## src/logic/tcc_chan_regs.svh

```systemverilog
/*
 * Register offsets, field positions, reset values and widths of the timer channel.
 * Assumes it is included by its bare name; holds definitions only.
 */
`ifndef TCC_CHAN_REGS_SVH
`define TCC_CHAN_REGS_SVH

// byte offsets on the register port
`define TCC_OFF_CTRL      8'h00
`define TCC_OFF_MODE      8'h04
`define TCC_OFF_LIVE      8'h10
`define TCC_OFF_FIRST     8'h14
`define TCC_OFF_SECOND    8'h18
`define TCC_OFF_PERIOD    8'h1c
`define TCC_OFF_STATUS    8'h20

// control register: write-only command bits
`define TCC_CTRL_SWTRIG   0

// mode register fields
`define TCC_MODE_WAVE     15
`define TCC_MODE_PER_A    18
`define TCC_MODE_EXT_A    20
`define TCC_MODE_SW_A     22
`define TCC_MODE_SEC_B    24
`define TCC_MODE_PER_B    26
`define TCC_MODE_EXT_B    28
`define TCC_MODE_SW_B     30

// status register bits
`define TCC_ST_WRAP       0
`define TCC_ST_OVERRUN    1
`define TCC_ST_FIRST_M    2
`define TCC_ST_SECOND_M   3
`define TCC_ST_PERIOD_M   4
`define TCC_ST_FIRST_C    5
`define TCC_ST_SECOND_C   6
`define TCC_ST_EXT_TRG    7
`define TCC_ST_CLK_ACT    16
`define TCC_ST_LINE_A     17
`define TCC_ST_LINE_B     18

// reset and limit values
`define TCC_CNT_RESET     16'h0000
`define TCC_CNT_MAX       16'hffff
`define TCC_MODE_RESET    32'h0000_0000
`define TCC_FLAG_COUNT    8

`endif

```

## src/logic/tcc_pkg.sv

```systemverilog
/*
 * Types shared by the timer channel modules.
 * Assumes the register header supplies all numeric constants.
 */
package tcc_pkg;

	// two-bit output action code
	typedef enum logic [1:0] {
		TCC_ACT_NONE   = 2'h0,
		TCC_ACT_SET    = 2'h1,
		TCC_ACT_CLEAR  = 2'h2,
		TCC_ACT_TOGGLE = 2'h3
	} tcc_act_t;

	typedef logic [7:0]  tcc_addr_t;
	typedef logic [31:0] tcc_data_t;
	typedef logic [15:0] tcc_word_t;

endpackage

```

## src/logic/tcc_line_if.sv

```systemverilog
/*
 * Interface between the channel core and one line driver: hit strobes with action codes in,
 * driven level out. Assumes one instance per channel line, all on clk_sys_i.
 */
`timescale 1ns/1ps
interface tcc_line_if;
	import tcc_pkg::*;

	logic     en;
	logic     sw_hit;
	tcc_act_t sw_act;
	logic     ext_hit;
	tcc_act_t ext_act;
	logic     per_hit;
	tcc_act_t per_act;
	logic     cmp_hit;
	tcc_act_t cmp_act;
	logic     level;

	modport drv (input en, sw_hit, sw_act, ext_hit, ext_act, per_hit, per_act, cmp_hit, cmp_act,
		output level);
	modport ctl (output en, sw_hit, sw_act, ext_hit, ext_act, per_hit, per_act, cmp_hit, cmp_act,
		input level);
endinterface

```

## src/logic/tcc_chan.sv

```systemverilog
/*
 * One 16-bit timer channel: live count, three compare/capture values, sticky status,
 * and the waveform actions on the two channel lines.
 * Assumes clock selection lives upstream and supplies a count tick pulse and a clock-active
 * level; capture edge detection supplies load pulses; inputs are synchronous to clk_sys_i.
 */
// Added by the designer: the plain strobed port.
// Overview of operation
// (RL1) Period match in waveform mode applies line A period action code.
// (RL2) External event applies line A external action: none, set, clear, toggle.
// (RL3) Software trigger applies line A software action with the same codes.
// (RL4) Second compare match applies its line B action.
// (RL5) Period match applies line B period action.
// (RL6) External event applies line B external action.
// (RL7) Software trigger applies line B software action.
// (RL8) Live count readable at 0x10, bits 15..0, upper bits zero.
// (RL9) First value at 0x14 writable only in waveform mode, always readable.
// (RL10) Second value at 0x18 follows the same access rule.
// (RL11) Period value at 0x1c read/write in both modes.
// (RL12) Count and the three value registers reset to zero.
// (RL13) Wrap flag, status bit 0, set on overflow, cleared by status read.
// (RL14) Capture mode: overrun flag when a value reloads unread; zero otherwise.
// (RL15) Waveform mode: first match flag on count equal first value.
// (RL16) Waveform mode: second match flag on count equal second value.
// (RL17) Period match flag in both modes, cleared by status read.
// (RL18) Capture mode: first capture flag when first value loads.
// (RL19) Capture mode: second capture flag when second value loads.
// (RL20) External trigger flag, cleared by status read.
// (RL21) Status bit 16 shows counter clock enabled; not cleared by read.
// (RL22) Status bit 17 shows line A: pin in capture, driven level in waveform.
// (RL23) Status bit 18 shows line B the same way.
// (RL24) Mode bit high selects waveform mode, low selects capture mode.
// (RL25) An event in the clearing read cycle keeps its flag set.
// (RL26) Line actions resolve: software, then external event, then compare matches.
`timescale 1ns/1ps
`include "tcc_chan_regs.svh"
module tcc_chan #(
	parameter int CNT_W = 16
) (
	// clock and reset
	input  wire logic              clk_sys_i,
	input  wire logic              rst_i,
	// register port
	input  wire tcc_pkg::tcc_addr_t addr_i,
	input  wire tcc_pkg::tcc_data_t wdata_i,
	input  wire logic              wr_i,
	input  wire logic              rd_i,
	output tcc_pkg::tcc_data_t     rdata_o,
	// counter clock from the clock selector
	input  wire logic              count_tick_i,
	input  wire logic              count_clk_en_i,
	// events from trigger and capture logic
	input  wire logic              ext_event_i,
	input  wire logic              ext_trigger_i,
	input  wire logic              load_first_i,
	input  wire logic              load_second_i,
	// channel line a
	input  wire logic              line_a_i,
	output logic                   line_a_o,
	output logic                   line_a_oe_o,
	// channel line b
	input  wire logic              line_b_i,
	output logic                   line_b_o,
	output logic                   line_b_oe_o
);
	import tcc_pkg::*;

	logic [CNT_W-1:0]  live_count_reg;
	logic [CNT_W-1:0]  first_value_reg;
	logic [CNT_W-1:0]  second_value_reg;
	logic [CNT_W-1:0]  period_value_reg;
	tcc_data_t         mode_reg;
	tcc_data_t         rdata_next;
	logic              first_pend_reg;
	logic              second_pend_reg;
	logic              wave;
	logic              step;
	logic [CNT_W-1:0]  count_next;
	logic              wrap_hit;
	logic              first_hit;
	logic              second_hit;
	logic              period_hit;
	logic              sw_trig;
	logic              load_first;
	logic              load_second;
	logic              overrun_hit;
	logic              status_rd;
	logic [`TCC_FLAG_COUNT-1:0] flag_set;
	logic [`TCC_FLAG_COUNT-1:0] flag_en;
	logic [`TCC_FLAG_COUNT-1:0] flags;
	logic              view_a;
	logic              view_b;

	tcc_line_if        lna ();
	tcc_line_if        lnb ();

	// decoded bus strobes and mode
	assign wave      = mode_reg[`TCC_MODE_WAVE]; // [RL24]
	assign status_rd = rd_i && addr_i == `TCC_OFF_STATUS;
	assign sw_trig   = wr_i && addr_i == `TCC_OFF_CTRL && wdata_i[`TCC_CTRL_SWTRIG];

	// counter advance and match detection on arrival at a value
	assign step        = count_tick_i && count_clk_en_i;
	assign count_next  = live_count_reg + {{(CNT_W-1){1'b0}}, 1'b1};
	assign wrap_hit    = step && live_count_reg == `TCC_CNT_MAX; // [RL13]
	assign first_hit   = step && count_next == first_value_reg;
	assign second_hit  = step && count_next == second_value_reg;
	assign period_hit  = step && count_next == period_value_reg;

	// capture loads count only in capture mode
	assign load_first  = load_first_i && !wave;
	assign load_second = load_second_i && !wave;
	assign overrun_hit = (load_first && first_pend_reg) || (load_second && second_pend_reg); // [RL14]

	// live count, free running on the selected clock
	always_ff @(posedge clk_sys_i or posedge rst_i) begin
		if (rst_i) begin
			live_count_reg <= `TCC_CNT_RESET; // [RL12]
		end else if (step) begin
			live_count_reg <= count_next; // [RL8]
		end
	end

	// mode register: waveform select and line action fields
	always_ff @(posedge clk_sys_i or posedge rst_i) begin
		if (rst_i) begin
			mode_reg <= `TCC_MODE_RESET;
		end else if (wr_i && addr_i == `TCC_OFF_MODE) begin
			mode_reg <= wdata_i;
		end
	end

	// first value: software writes in waveform mode, captures in capture mode
	always_ff @(posedge clk_sys_i or posedge rst_i) begin
		if (rst_i) begin
			first_value_reg <= `TCC_CNT_RESET; // [RL12]
		end else if (load_first) begin
			first_value_reg <= live_count_reg;
		end else if (wave && wr_i && addr_i == `TCC_OFF_FIRST) begin
			first_value_reg <= wdata_i[CNT_W-1:0]; // [RL9]
		end
	end

	// second value, same access rule
	always_ff @(posedge clk_sys_i or posedge rst_i) begin
		if (rst_i) begin
			second_value_reg <= `TCC_CNT_RESET; // [RL12]
		end else if (load_second) begin
			second_value_reg <= live_count_reg;
		end else if (wave && wr_i && addr_i == `TCC_OFF_SECOND) begin
			second_value_reg <= wdata_i[CNT_W-1:0]; // [RL10]
		end
	end

	// period value, writable in both modes
	always_ff @(posedge clk_sys_i or posedge rst_i) begin
		if (rst_i) begin
			period_value_reg <= `TCC_CNT_RESET; // [RL12]
		end else if (wr_i && addr_i == `TCC_OFF_PERIOD) begin
			period_value_reg <= wdata_i[CNT_W-1:0]; // [RL11]
		end
	end

	// loaded-but-unread markers; a new load beats the read
	always_ff @(posedge clk_sys_i or posedge rst_i) begin
		if (rst_i) begin
			first_pend_reg  <= 1'b0;
			second_pend_reg <= 1'b0;
		end else begin
			if (load_first) begin
				first_pend_reg <= 1'b1;
			end else if (rd_i && addr_i == `TCC_OFF_FIRST) begin
				first_pend_reg <= 1'b0;
			end
			if (load_second) begin
				second_pend_reg <= 1'b1;
			end else if (rd_i && addr_i == `TCC_OFF_SECOND) begin
				second_pend_reg <= 1'b0;
			end
		end
	end

	// event sources and mode gating of each sticky flag
	always_comb begin
		flag_set = '0;
		flag_en  = '1;
		flag_set[`TCC_ST_WRAP]     = wrap_hit; // [RL13]
		flag_set[`TCC_ST_OVERRUN]  = overrun_hit; // [RL14]
		flag_set[`TCC_ST_FIRST_M]  = first_hit; // [RL15]
		flag_set[`TCC_ST_SECOND_M] = second_hit; // [RL16]
		flag_set[`TCC_ST_PERIOD_M] = period_hit; // [RL17]
		flag_set[`TCC_ST_FIRST_C]  = load_first; // [RL18]
		flag_set[`TCC_ST_SECOND_C] = load_second; // [RL19]
		flag_set[`TCC_ST_EXT_TRG]  = ext_trigger_i; // [RL20]
		flag_en[`TCC_ST_OVERRUN]   = !wave;
		flag_en[`TCC_ST_FIRST_C]   = !wave;
		flag_en[`TCC_ST_SECOND_C]  = !wave;
		flag_en[`TCC_ST_FIRST_M]   = wave;
		flag_en[`TCC_ST_SECOND_M]  = wave;
	end

	// one sticky cell per status flag
	for (genvar i = 0; i < `TCC_FLAG_COUNT; i++) begin : g_flag
		tcc_flag u_flag (
			.clk_sys_i (clk_sys_i),
			.rst_i     (rst_i),
			.en_i      (flag_en[i]),
			.set_i     (flag_set[i]),
			.clr_i     (status_rd),
			.q_o       (flags[i])
		);
	end

	// line a requests
	assign lna.en      = wave;
	assign lna.sw_hit  = sw_trig;
	assign lna.sw_act  = tcc_act_t'(mode_reg[`TCC_MODE_SW_A +: 2]); // [RL3]
	assign lna.ext_hit = ext_event_i;
	assign lna.ext_act = tcc_act_t'(mode_reg[`TCC_MODE_EXT_A +: 2]); // [RL2]
	assign lna.per_hit = period_hit;
	assign lna.per_act = tcc_act_t'(mode_reg[`TCC_MODE_PER_A +: 2]); // [RL1]
	assign lna.cmp_hit = 1'b0;
	assign lna.cmp_act = TCC_ACT_NONE;

	// line b requests
	assign lnb.en      = wave;
	assign lnb.sw_hit  = sw_trig;
	assign lnb.sw_act  = tcc_act_t'(mode_reg[`TCC_MODE_SW_B +: 2]); // [RL7]
	assign lnb.ext_hit = ext_event_i;
	assign lnb.ext_act = tcc_act_t'(mode_reg[`TCC_MODE_EXT_B +: 2]); // [RL6]
	assign lnb.per_hit = period_hit;
	assign lnb.per_act = tcc_act_t'(mode_reg[`TCC_MODE_PER_B +: 2]); // [RL5]
	assign lnb.cmp_hit = second_hit;
	assign lnb.cmp_act = tcc_act_t'(mode_reg[`TCC_MODE_SEC_B +: 2]); // [RL4]

	tcc_line_drv u_drv_a (
		.clk_sys_i (clk_sys_i),
		.rst_i     (rst_i),
		.ln        (lna.drv)
	);

	tcc_line_drv u_drv_b (
		.clk_sys_i (clk_sys_i),
		.rst_i     (rst_i),
		.ln        (lnb.drv)
	);

	// pins driven only in waveform mode
	assign line_a_o    = lna.level;
	assign line_b_o    = lnb.level;
	assign line_a_oe_o = wave; // [RL24]
	assign line_b_oe_o = wave;

	// line views: pin in capture mode, driven level in waveform mode
	assign view_a = wave ? lna.level : line_a_i; // [RL22]
	assign view_b = wave ? lnb.level : line_b_i; // [RL23]

	// read mux; unmapped and write-only offsets read zero
	always_comb begin
		rdata_next = '0;
		case (addr_i)
			`TCC_OFF_MODE: begin
				rdata_next = mode_reg;
			end
			`TCC_OFF_LIVE: begin
				rdata_next[CNT_W-1:0] = live_count_reg; // [RL8]
			end
			`TCC_OFF_FIRST: begin
				rdata_next[CNT_W-1:0] = first_value_reg; // [RL9]
			end
			`TCC_OFF_SECOND: begin
				rdata_next[CNT_W-1:0] = second_value_reg; // [RL10]
			end
			`TCC_OFF_PERIOD: begin
				rdata_next[CNT_W-1:0] = period_value_reg; // [RL11]
			end
			`TCC_OFF_STATUS: begin
				rdata_next[`TCC_FLAG_COUNT-1:0] = flags;
				rdata_next[`TCC_ST_CLK_ACT]     = count_clk_en_i; // [RL21]
				rdata_next[`TCC_ST_LINE_A]      = view_a;
				rdata_next[`TCC_ST_LINE_B]      = view_b;
			end
			default: begin
				rdata_next = '0;
			end
		endcase
	end

	// read data stand for one cycle after the strobe only
	always_ff @(posedge clk_sys_i or posedge rst_i) begin
		if (rst_i) begin
			rdata_o <= '0;
		end else if (rd_i) begin
			rdata_o <= rdata_next;
		end else begin
			rdata_o <= '0;
		end
	end

	count_step_a: assert property (@(posedge clk_sys_i) disable iff (rst_i) // [RL8]
		step |=> live_count_reg == $past(count_next))
		else $error("live count did not advance on a tick");

	live_read_a: assert property (@(posedge clk_sys_i) disable iff (rst_i) // [RL8]
		(rd_i && addr_i == `TCC_OFF_LIVE) |=> rdata_o == {16'h0000, $past(live_count_reg)})
		else $error("live count read returned wrong data");

	wrap_flag_a: assert property (@(posedge clk_sys_i) disable iff (rst_i) // [RL13]
		wrap_hit |=> flags[`TCC_ST_WRAP] && live_count_reg == `TCC_CNT_RESET)
		else $error("overflow did not set the wrap flag");

	status_clear_a: assert property (@(posedge clk_sys_i) disable iff (rst_i) // [RL13]
		(status_rd && flag_set == '0) |=> flags == '0)
		else $error("status read did not clear the flags");

	capture_lock_a: assert property (@(posedge clk_sys_i) disable iff (rst_i) // [RL9]
		(!wave && wr_i && addr_i == `TCC_OFF_FIRST && !load_first_i) |=> $stable(first_value_reg))
		else $error("first value written in capture mode");

	overrun_set_a: assert property (@(posedge clk_sys_i) disable iff (rst_i) // [RL14]
		(!wave && load_first_i && first_pend_reg) |=> flags[`TCC_ST_OVERRUN])
		else $error("double load did not flag an overrun");

	match_gate_a: assert property (@(posedge clk_sys_i) disable iff (rst_i) // [RL15]
		(!wave && $past(!wave)) |-> !flags[`TCC_ST_FIRST_M] && !flags[`TCC_ST_SECOND_M])
		else $error("match flag set in capture mode");

	line_view_a: assert property (@(posedge clk_sys_i) disable iff (rst_i) // [RL22]
		status_rd |=> rdata_o[`TCC_ST_LINE_A] == ($past(wave) ? $past(line_a_o) : $past(line_a_i))
		&& rdata_o[`TCC_ST_CLK_ACT] == $past(count_clk_en_i))
		else $error("status line view or clock bit wrong");

endmodule

```

## src/logic/tcc_flag.sv

```systemverilog
/*
 * One sticky event flag: set by hardware, cleared by a status read, forced low when disabled.
 * Assumes set and clear are one-cycle pulses on clk_sys_i.
 */
`timescale 1ns/1ps
module tcc_flag (
	// clock and reset
	input  wire logic clk_sys_i,
	input  wire logic rst_i,
	// control
	input  wire logic en_i,
	input  wire logic set_i,
	input  wire logic clr_i,
	// state
	output logic      q_o
);

	// set beats clear so an event in the read cycle survives
	always_ff @(posedge clk_sys_i or posedge rst_i) begin
		if (rst_i) begin
			q_o <= 1'b0;
		end else if (!en_i) begin
			q_o <= 1'b0;
		end else if (set_i) begin
			q_o <= 1'b1; // [RL25]
		end else if (clr_i) begin
			q_o <= 1'b0;
		end
	end

	set_wins_a: assert property (@(posedge clk_sys_i) disable iff (rst_i) // [RL25]
		(en_i && set_i && clr_i) |=> q_o)
		else $error("flag lost an event set during its clear");

endmodule

```

## src/logic/tcc_line_drv.sv

```systemverilog
/*
 * Drives one channel line from prioritised action requests.
 * Assumes hit strobes are one-cycle pulses; software beats external event beats compares.
 */
`timescale 1ns/1ps
module tcc_line_drv (
	// clock and reset
	input  wire logic clk_sys_i,
	input  wire logic rst_i,
	// requests and level
	tcc_line_if.drv   ln
);
	import tcc_pkg::*;

	// apply one action code to a level
	function automatic logic act_apply(input logic cur, input tcc_act_t act);
		case (act)
			TCC_ACT_SET:    act_apply = 1'b1;
			TCC_ACT_CLEAR:  act_apply = 1'b0;
			TCC_ACT_TOGGLE: act_apply = ~cur;
			default:        act_apply = cur;
		endcase
	endfunction

	logic level_next;

	// fixed priority, an idle code lets the next source through
	always_comb begin
		level_next = ln.level;
		if (ln.sw_hit && ln.sw_act != TCC_ACT_NONE) begin
			level_next = act_apply(ln.level, ln.sw_act); // [RL3] [RL7] [RL26]
		end else if (ln.ext_hit && ln.ext_act != TCC_ACT_NONE) begin
			level_next = act_apply(ln.level, ln.ext_act); // [RL2] [RL6]
		end else if (ln.per_hit && ln.per_act != TCC_ACT_NONE) begin
			level_next = act_apply(ln.level, ln.per_act); // [RL1] [RL5]
		end else if (ln.cmp_hit) begin
			level_next = act_apply(ln.level, ln.cmp_act); // [RL4]
		end
	end

	// driven level, held while waveform mode is off
	always_ff @(posedge clk_sys_i or posedge rst_i) begin
		if (rst_i) begin
			ln.level <= 1'b0;
		end else if (ln.en) begin
			ln.level <= level_next;
		end
	end

	sw_first_a: assert property (@(posedge clk_sys_i) disable iff (rst_i) // [RL26]
		(ln.en && ln.sw_hit && ln.sw_act == TCC_ACT_SET) |=> ln.level)
		else $error("software set did not win on the line");

	toggle_act_a: assert property (@(posedge clk_sys_i) disable iff (rst_i) // [RL1]
		(ln.en && !ln.sw_hit && !ln.ext_hit && ln.per_hit && ln.per_act == TCC_ACT_TOGGLE)
		|=> ln.level != $past(ln.level))
		else $error("period toggle did not invert the line");

endmodule

```

## config.mk

```make
export PLATFORM = sky130hd
export DESIGN_NAME = tcc_chan
export DESIGN_NICKNAME = d
export VERILOG_FILES = /design/src/logic/tcc_pkg.sv /design/src/logic/tcc_line_if.sv /design/src/logic/tcc_chan.sv /design/src/logic/tcc_flag.sv /design/src/logic/tcc_line_drv.sv
export VERILOG_INCLUDE_DIRS = /design/src /design/src/logic
export SDC_FILE = /design/constraint.sdc
export NUM_CORES = 1
export LEC_CHECK = 0
export BUFFER_PORTS_ARGS = -buffer_cell sky130_fd_sc_hd__buf_2
export CAP_MARGIN = 20
export CORE_ASPECT_RATIO = 2
export CORE_UTILIZATION = 50
export CTS_CLUSTER_SIZE = 16
export DETAILED_ROUTE_END_ITERATION = 12
export GPL_ROUTABILITY_DRIVEN = 0
export PLACE_DENSITY_LB_ADDON = 0.2
export SLEW_MARGIN = 15
export SYNTH_ARGS = -nofsm -noshare
export SYNTH_HDL_FRONTEND = slang
export SYNTH_HIERARCHICAL = 1
export SYNTH_SLANG_ARGS = --single-unit
```

## constraint.sdc

```tcl
create_clock -name clk_sys_i -period 10.1 [get_ports clk_sys_i]
set_input_delay 1.515 -clock clk_sys_i [delete_from_list [all_inputs] [get_ports clk_sys_i]]
set_output_delay 1.515 -clock clk_sys_i [all_outputs]
set_load 0.02 [all_outputs]
```

==> metrics.txt <==
synth-to-layout area growth 14.51%; outcome finished, final reports clean; Post-synth EDFFs 0; Post-Synth XOR/XNOR Area 0.08006; drt first-iter violations 405; final hold vios 0; setup TNS 0 ns; CP Data Arrival Time 4.73 ns; commonest non-fill, non-tap cell in the layout dfrtp_1; Seq/Total Area, Yosys 0.4378; gr usage total 0.2900; Hold-fix buffers, CTS 0; die area about 17000 sq um; final instance area about 9000 sq um; CP required around 10 ns; DR WL/cell 21.86 um; placed inst area 8596 sq um; CP endpoint kind flip-flop; row cnt 65; final setup violation count 0; slew margin rel. 0.2789; Die Height between 150 and 200 um; post-synthesis mux area share 0.1506; complex-gate fraction of the synthesized area 0.1110; root buf cell clkbuf_16; Post-Synth Simple-Gate Area 0.1503; Yosys top cell area share 0.4378; grt ovf 0; Worst-path clk slew 0.06 ns; largest net degree at the start of global routing 69; Power Density 177.9 nW/um^2; CP Max Fanout 9; largest family of logic cells by synthesized area multiplexers; Power Total around 0.0016 W; latest clock arrival within the worst-skew pair about 0.43 ns; vias per inst around 6.0; H-Tree Depth 4; Yosys cell types roughly 70; CTS tree built; final worst-path setup slack 5.715 ns; Worst VDD drop about 0.094 mV; routed wire length 22.71 mm; Post-DRT Antenna Nets 0; Most used DFF post-synth dfrtp_1; Adder-Cell Fraction of Synth Area 0.02658; startpoint types input pin; cell taking the most area after synthesis dfrtp_1; Setup WS pre-CTS between 5 and 6 ns; DR vias 6273; min cycle time layout roughly 4.4 ns; area taken by multi-input logic gates 4204 sq um; Detailed Routing Iterations Pass 1 7; Final #Nets approximately 900; syn_area_per_cell 10.65 sq um; antenna violations before repair 0; LEAKAGE 4.282 nW; Max-Cap Viols 0; CP Class input pin to flip-flop; Post-Syn Area ~8000 sq um; Fmax roughly 230 MHz; largest buffer count on any clock path 2; first-pass GRT wire length between 30 and 40 mm; RSZ-0062 raised after global routing false; CTS Buf Count 17; Final Cycle Share 0.4342; worst slew pin tran roughly 1.1 ns; min-delay worst type flip-flop to flip-flop; Slew Viols, Final 0; DP Wirelength 16.34 mm; # IOs just under 90; Register Area roughly 3500 sq um; most frequent cells in the layout 140 x dfrtp_1, 87 x buf_2, 50 x mux2_2; layout cells sized above 1 0.2649; Ys Warns 6; number of global-route vias before repair 6532; ys async rst share 1.000; clock skew between 0.005 and 0.006 ns; starting density of the core 0.5098; filler cell count between 1k and 1.5k; port bufs 87; total core area around 16000 sq um; Area contributors post-synth dfrtp_1 44%, mux2_2 7.0%, mux2i_1 5.6%, xnor2_1 5.0%, ha_1 2.7%; post-cts resize count 0; final core occ 0.5837; DR DRC count 0; CTS sink cnt 140; setup bufs post-CTS 0; n_diodes 0; die width 91.45 um; Mapped Cells approximately 750; Seq cells post-synth 140
routing by layer:
metal	GRT usage	routed length [um]	vias up
met4	0.2210	1581	0
met2	0.5206	12160	263
met1	0.2949	7970	3113
met5	0	0	-
met3	0.04503	999	89
li1	-	-	2808
path summary, 6_finish.rpt:
kind	from	to	slack, ns	cells after the start
worst max-delay path	count_clk_en_i	u_drv_b/ln.level$_DFFE_PP0P_	5.71	10
worst min-delay path	second_pend_reg$_DFFE_PP0P_	second_pend_reg$_DFFE_PP0P_	0.48	1
worst max register to register	live_count_reg[0]$_DFFE_PP0P_	u_drv_b/ln.level$_DFFE_PP0P_	5.73	11
worst min register to register	second_pend_reg$_DFFE_PP0P_	second_pend_reg$_DFFE_PP0P_	0.48	1
max in group asynchronous	rst_i	live_count_reg[1]$_DFFE_PP0P_	7.37	3
min in group asynchronous	rst_i	g_flag[0].u_flag/q_o$_DFFE_PP0P_	1.05	2
cell type report:
type                       instances  share of cell area
timing repair buffer              98             0.05653
multi-input combinational        537              0.4588
inverter                          31             0.01297
clock inverter                    15             0.01543
sequential                       140              0.3824
clock buffer                      17             0.04643
tap                              201             0.02745
cell usage after synthesis (6+ instances only):
cell,instances
a21oi_1,26
a222oi_1,14
and3_1,16
buf_1,8
clkbuf_1,28
dfrtp_1,140
ha_1,17
inv_1,31
mux2_2,50
mux2i_1,45
mux4_2,8
nand2_1,49
nand2b_1,6
nand3_1,11
nand4_1,6
nor2_1,46
nor2b_1,13
nor2b_4,8
nor3_1,12
nor4_1,8
o21a_1,8
o21ai_0,40
xnor2_1,46
xor2_1,22
stage by stage:
stage          hold WS [ns]  cells
4_1_cts              0.4793   1039
3_3_place_gp         0.4648   1007
2_1_floorplan        0.4444    757
5_1_grt              0.4909   1039
3_5_place_dp         0.4660   1007
6_report             0.4826   1039
critical path, cell delays in order:
cell       delay (ns)
buf_2            0.10
nand2_1          0.25
a2111oi_0        0.47
o211ai_1         0.18
a2111o_1         0.39
nor4_1           0.92
nand2b_1         0.25
a21o_1           0.25
a31oi_1          0.20
a2bb2oi_1        0.20
kinds of logic (layout without fill, tap and decap cells):
logic type,Yosys count,in the layout
simple gates,206,206
fa+ha+maj,17,17
mux,104,104
other cells,2,8
flops,140,140
xor+xnor,70,70
buf+inv,80,161
compound gates,132,132
power by group:
part / switching (W) / internal, W / total [W] / leakage, nW
clock network: 0.000257 / 0.000341 / 0.000599 / 0.270
registers: 0.0000943 / 0.000606 / 0.000701 / 1.84
logic: 0.000180 / 0.000151 / 0.000331 / 2.18
Note: power is estimated with default switching activity, not from simulation.
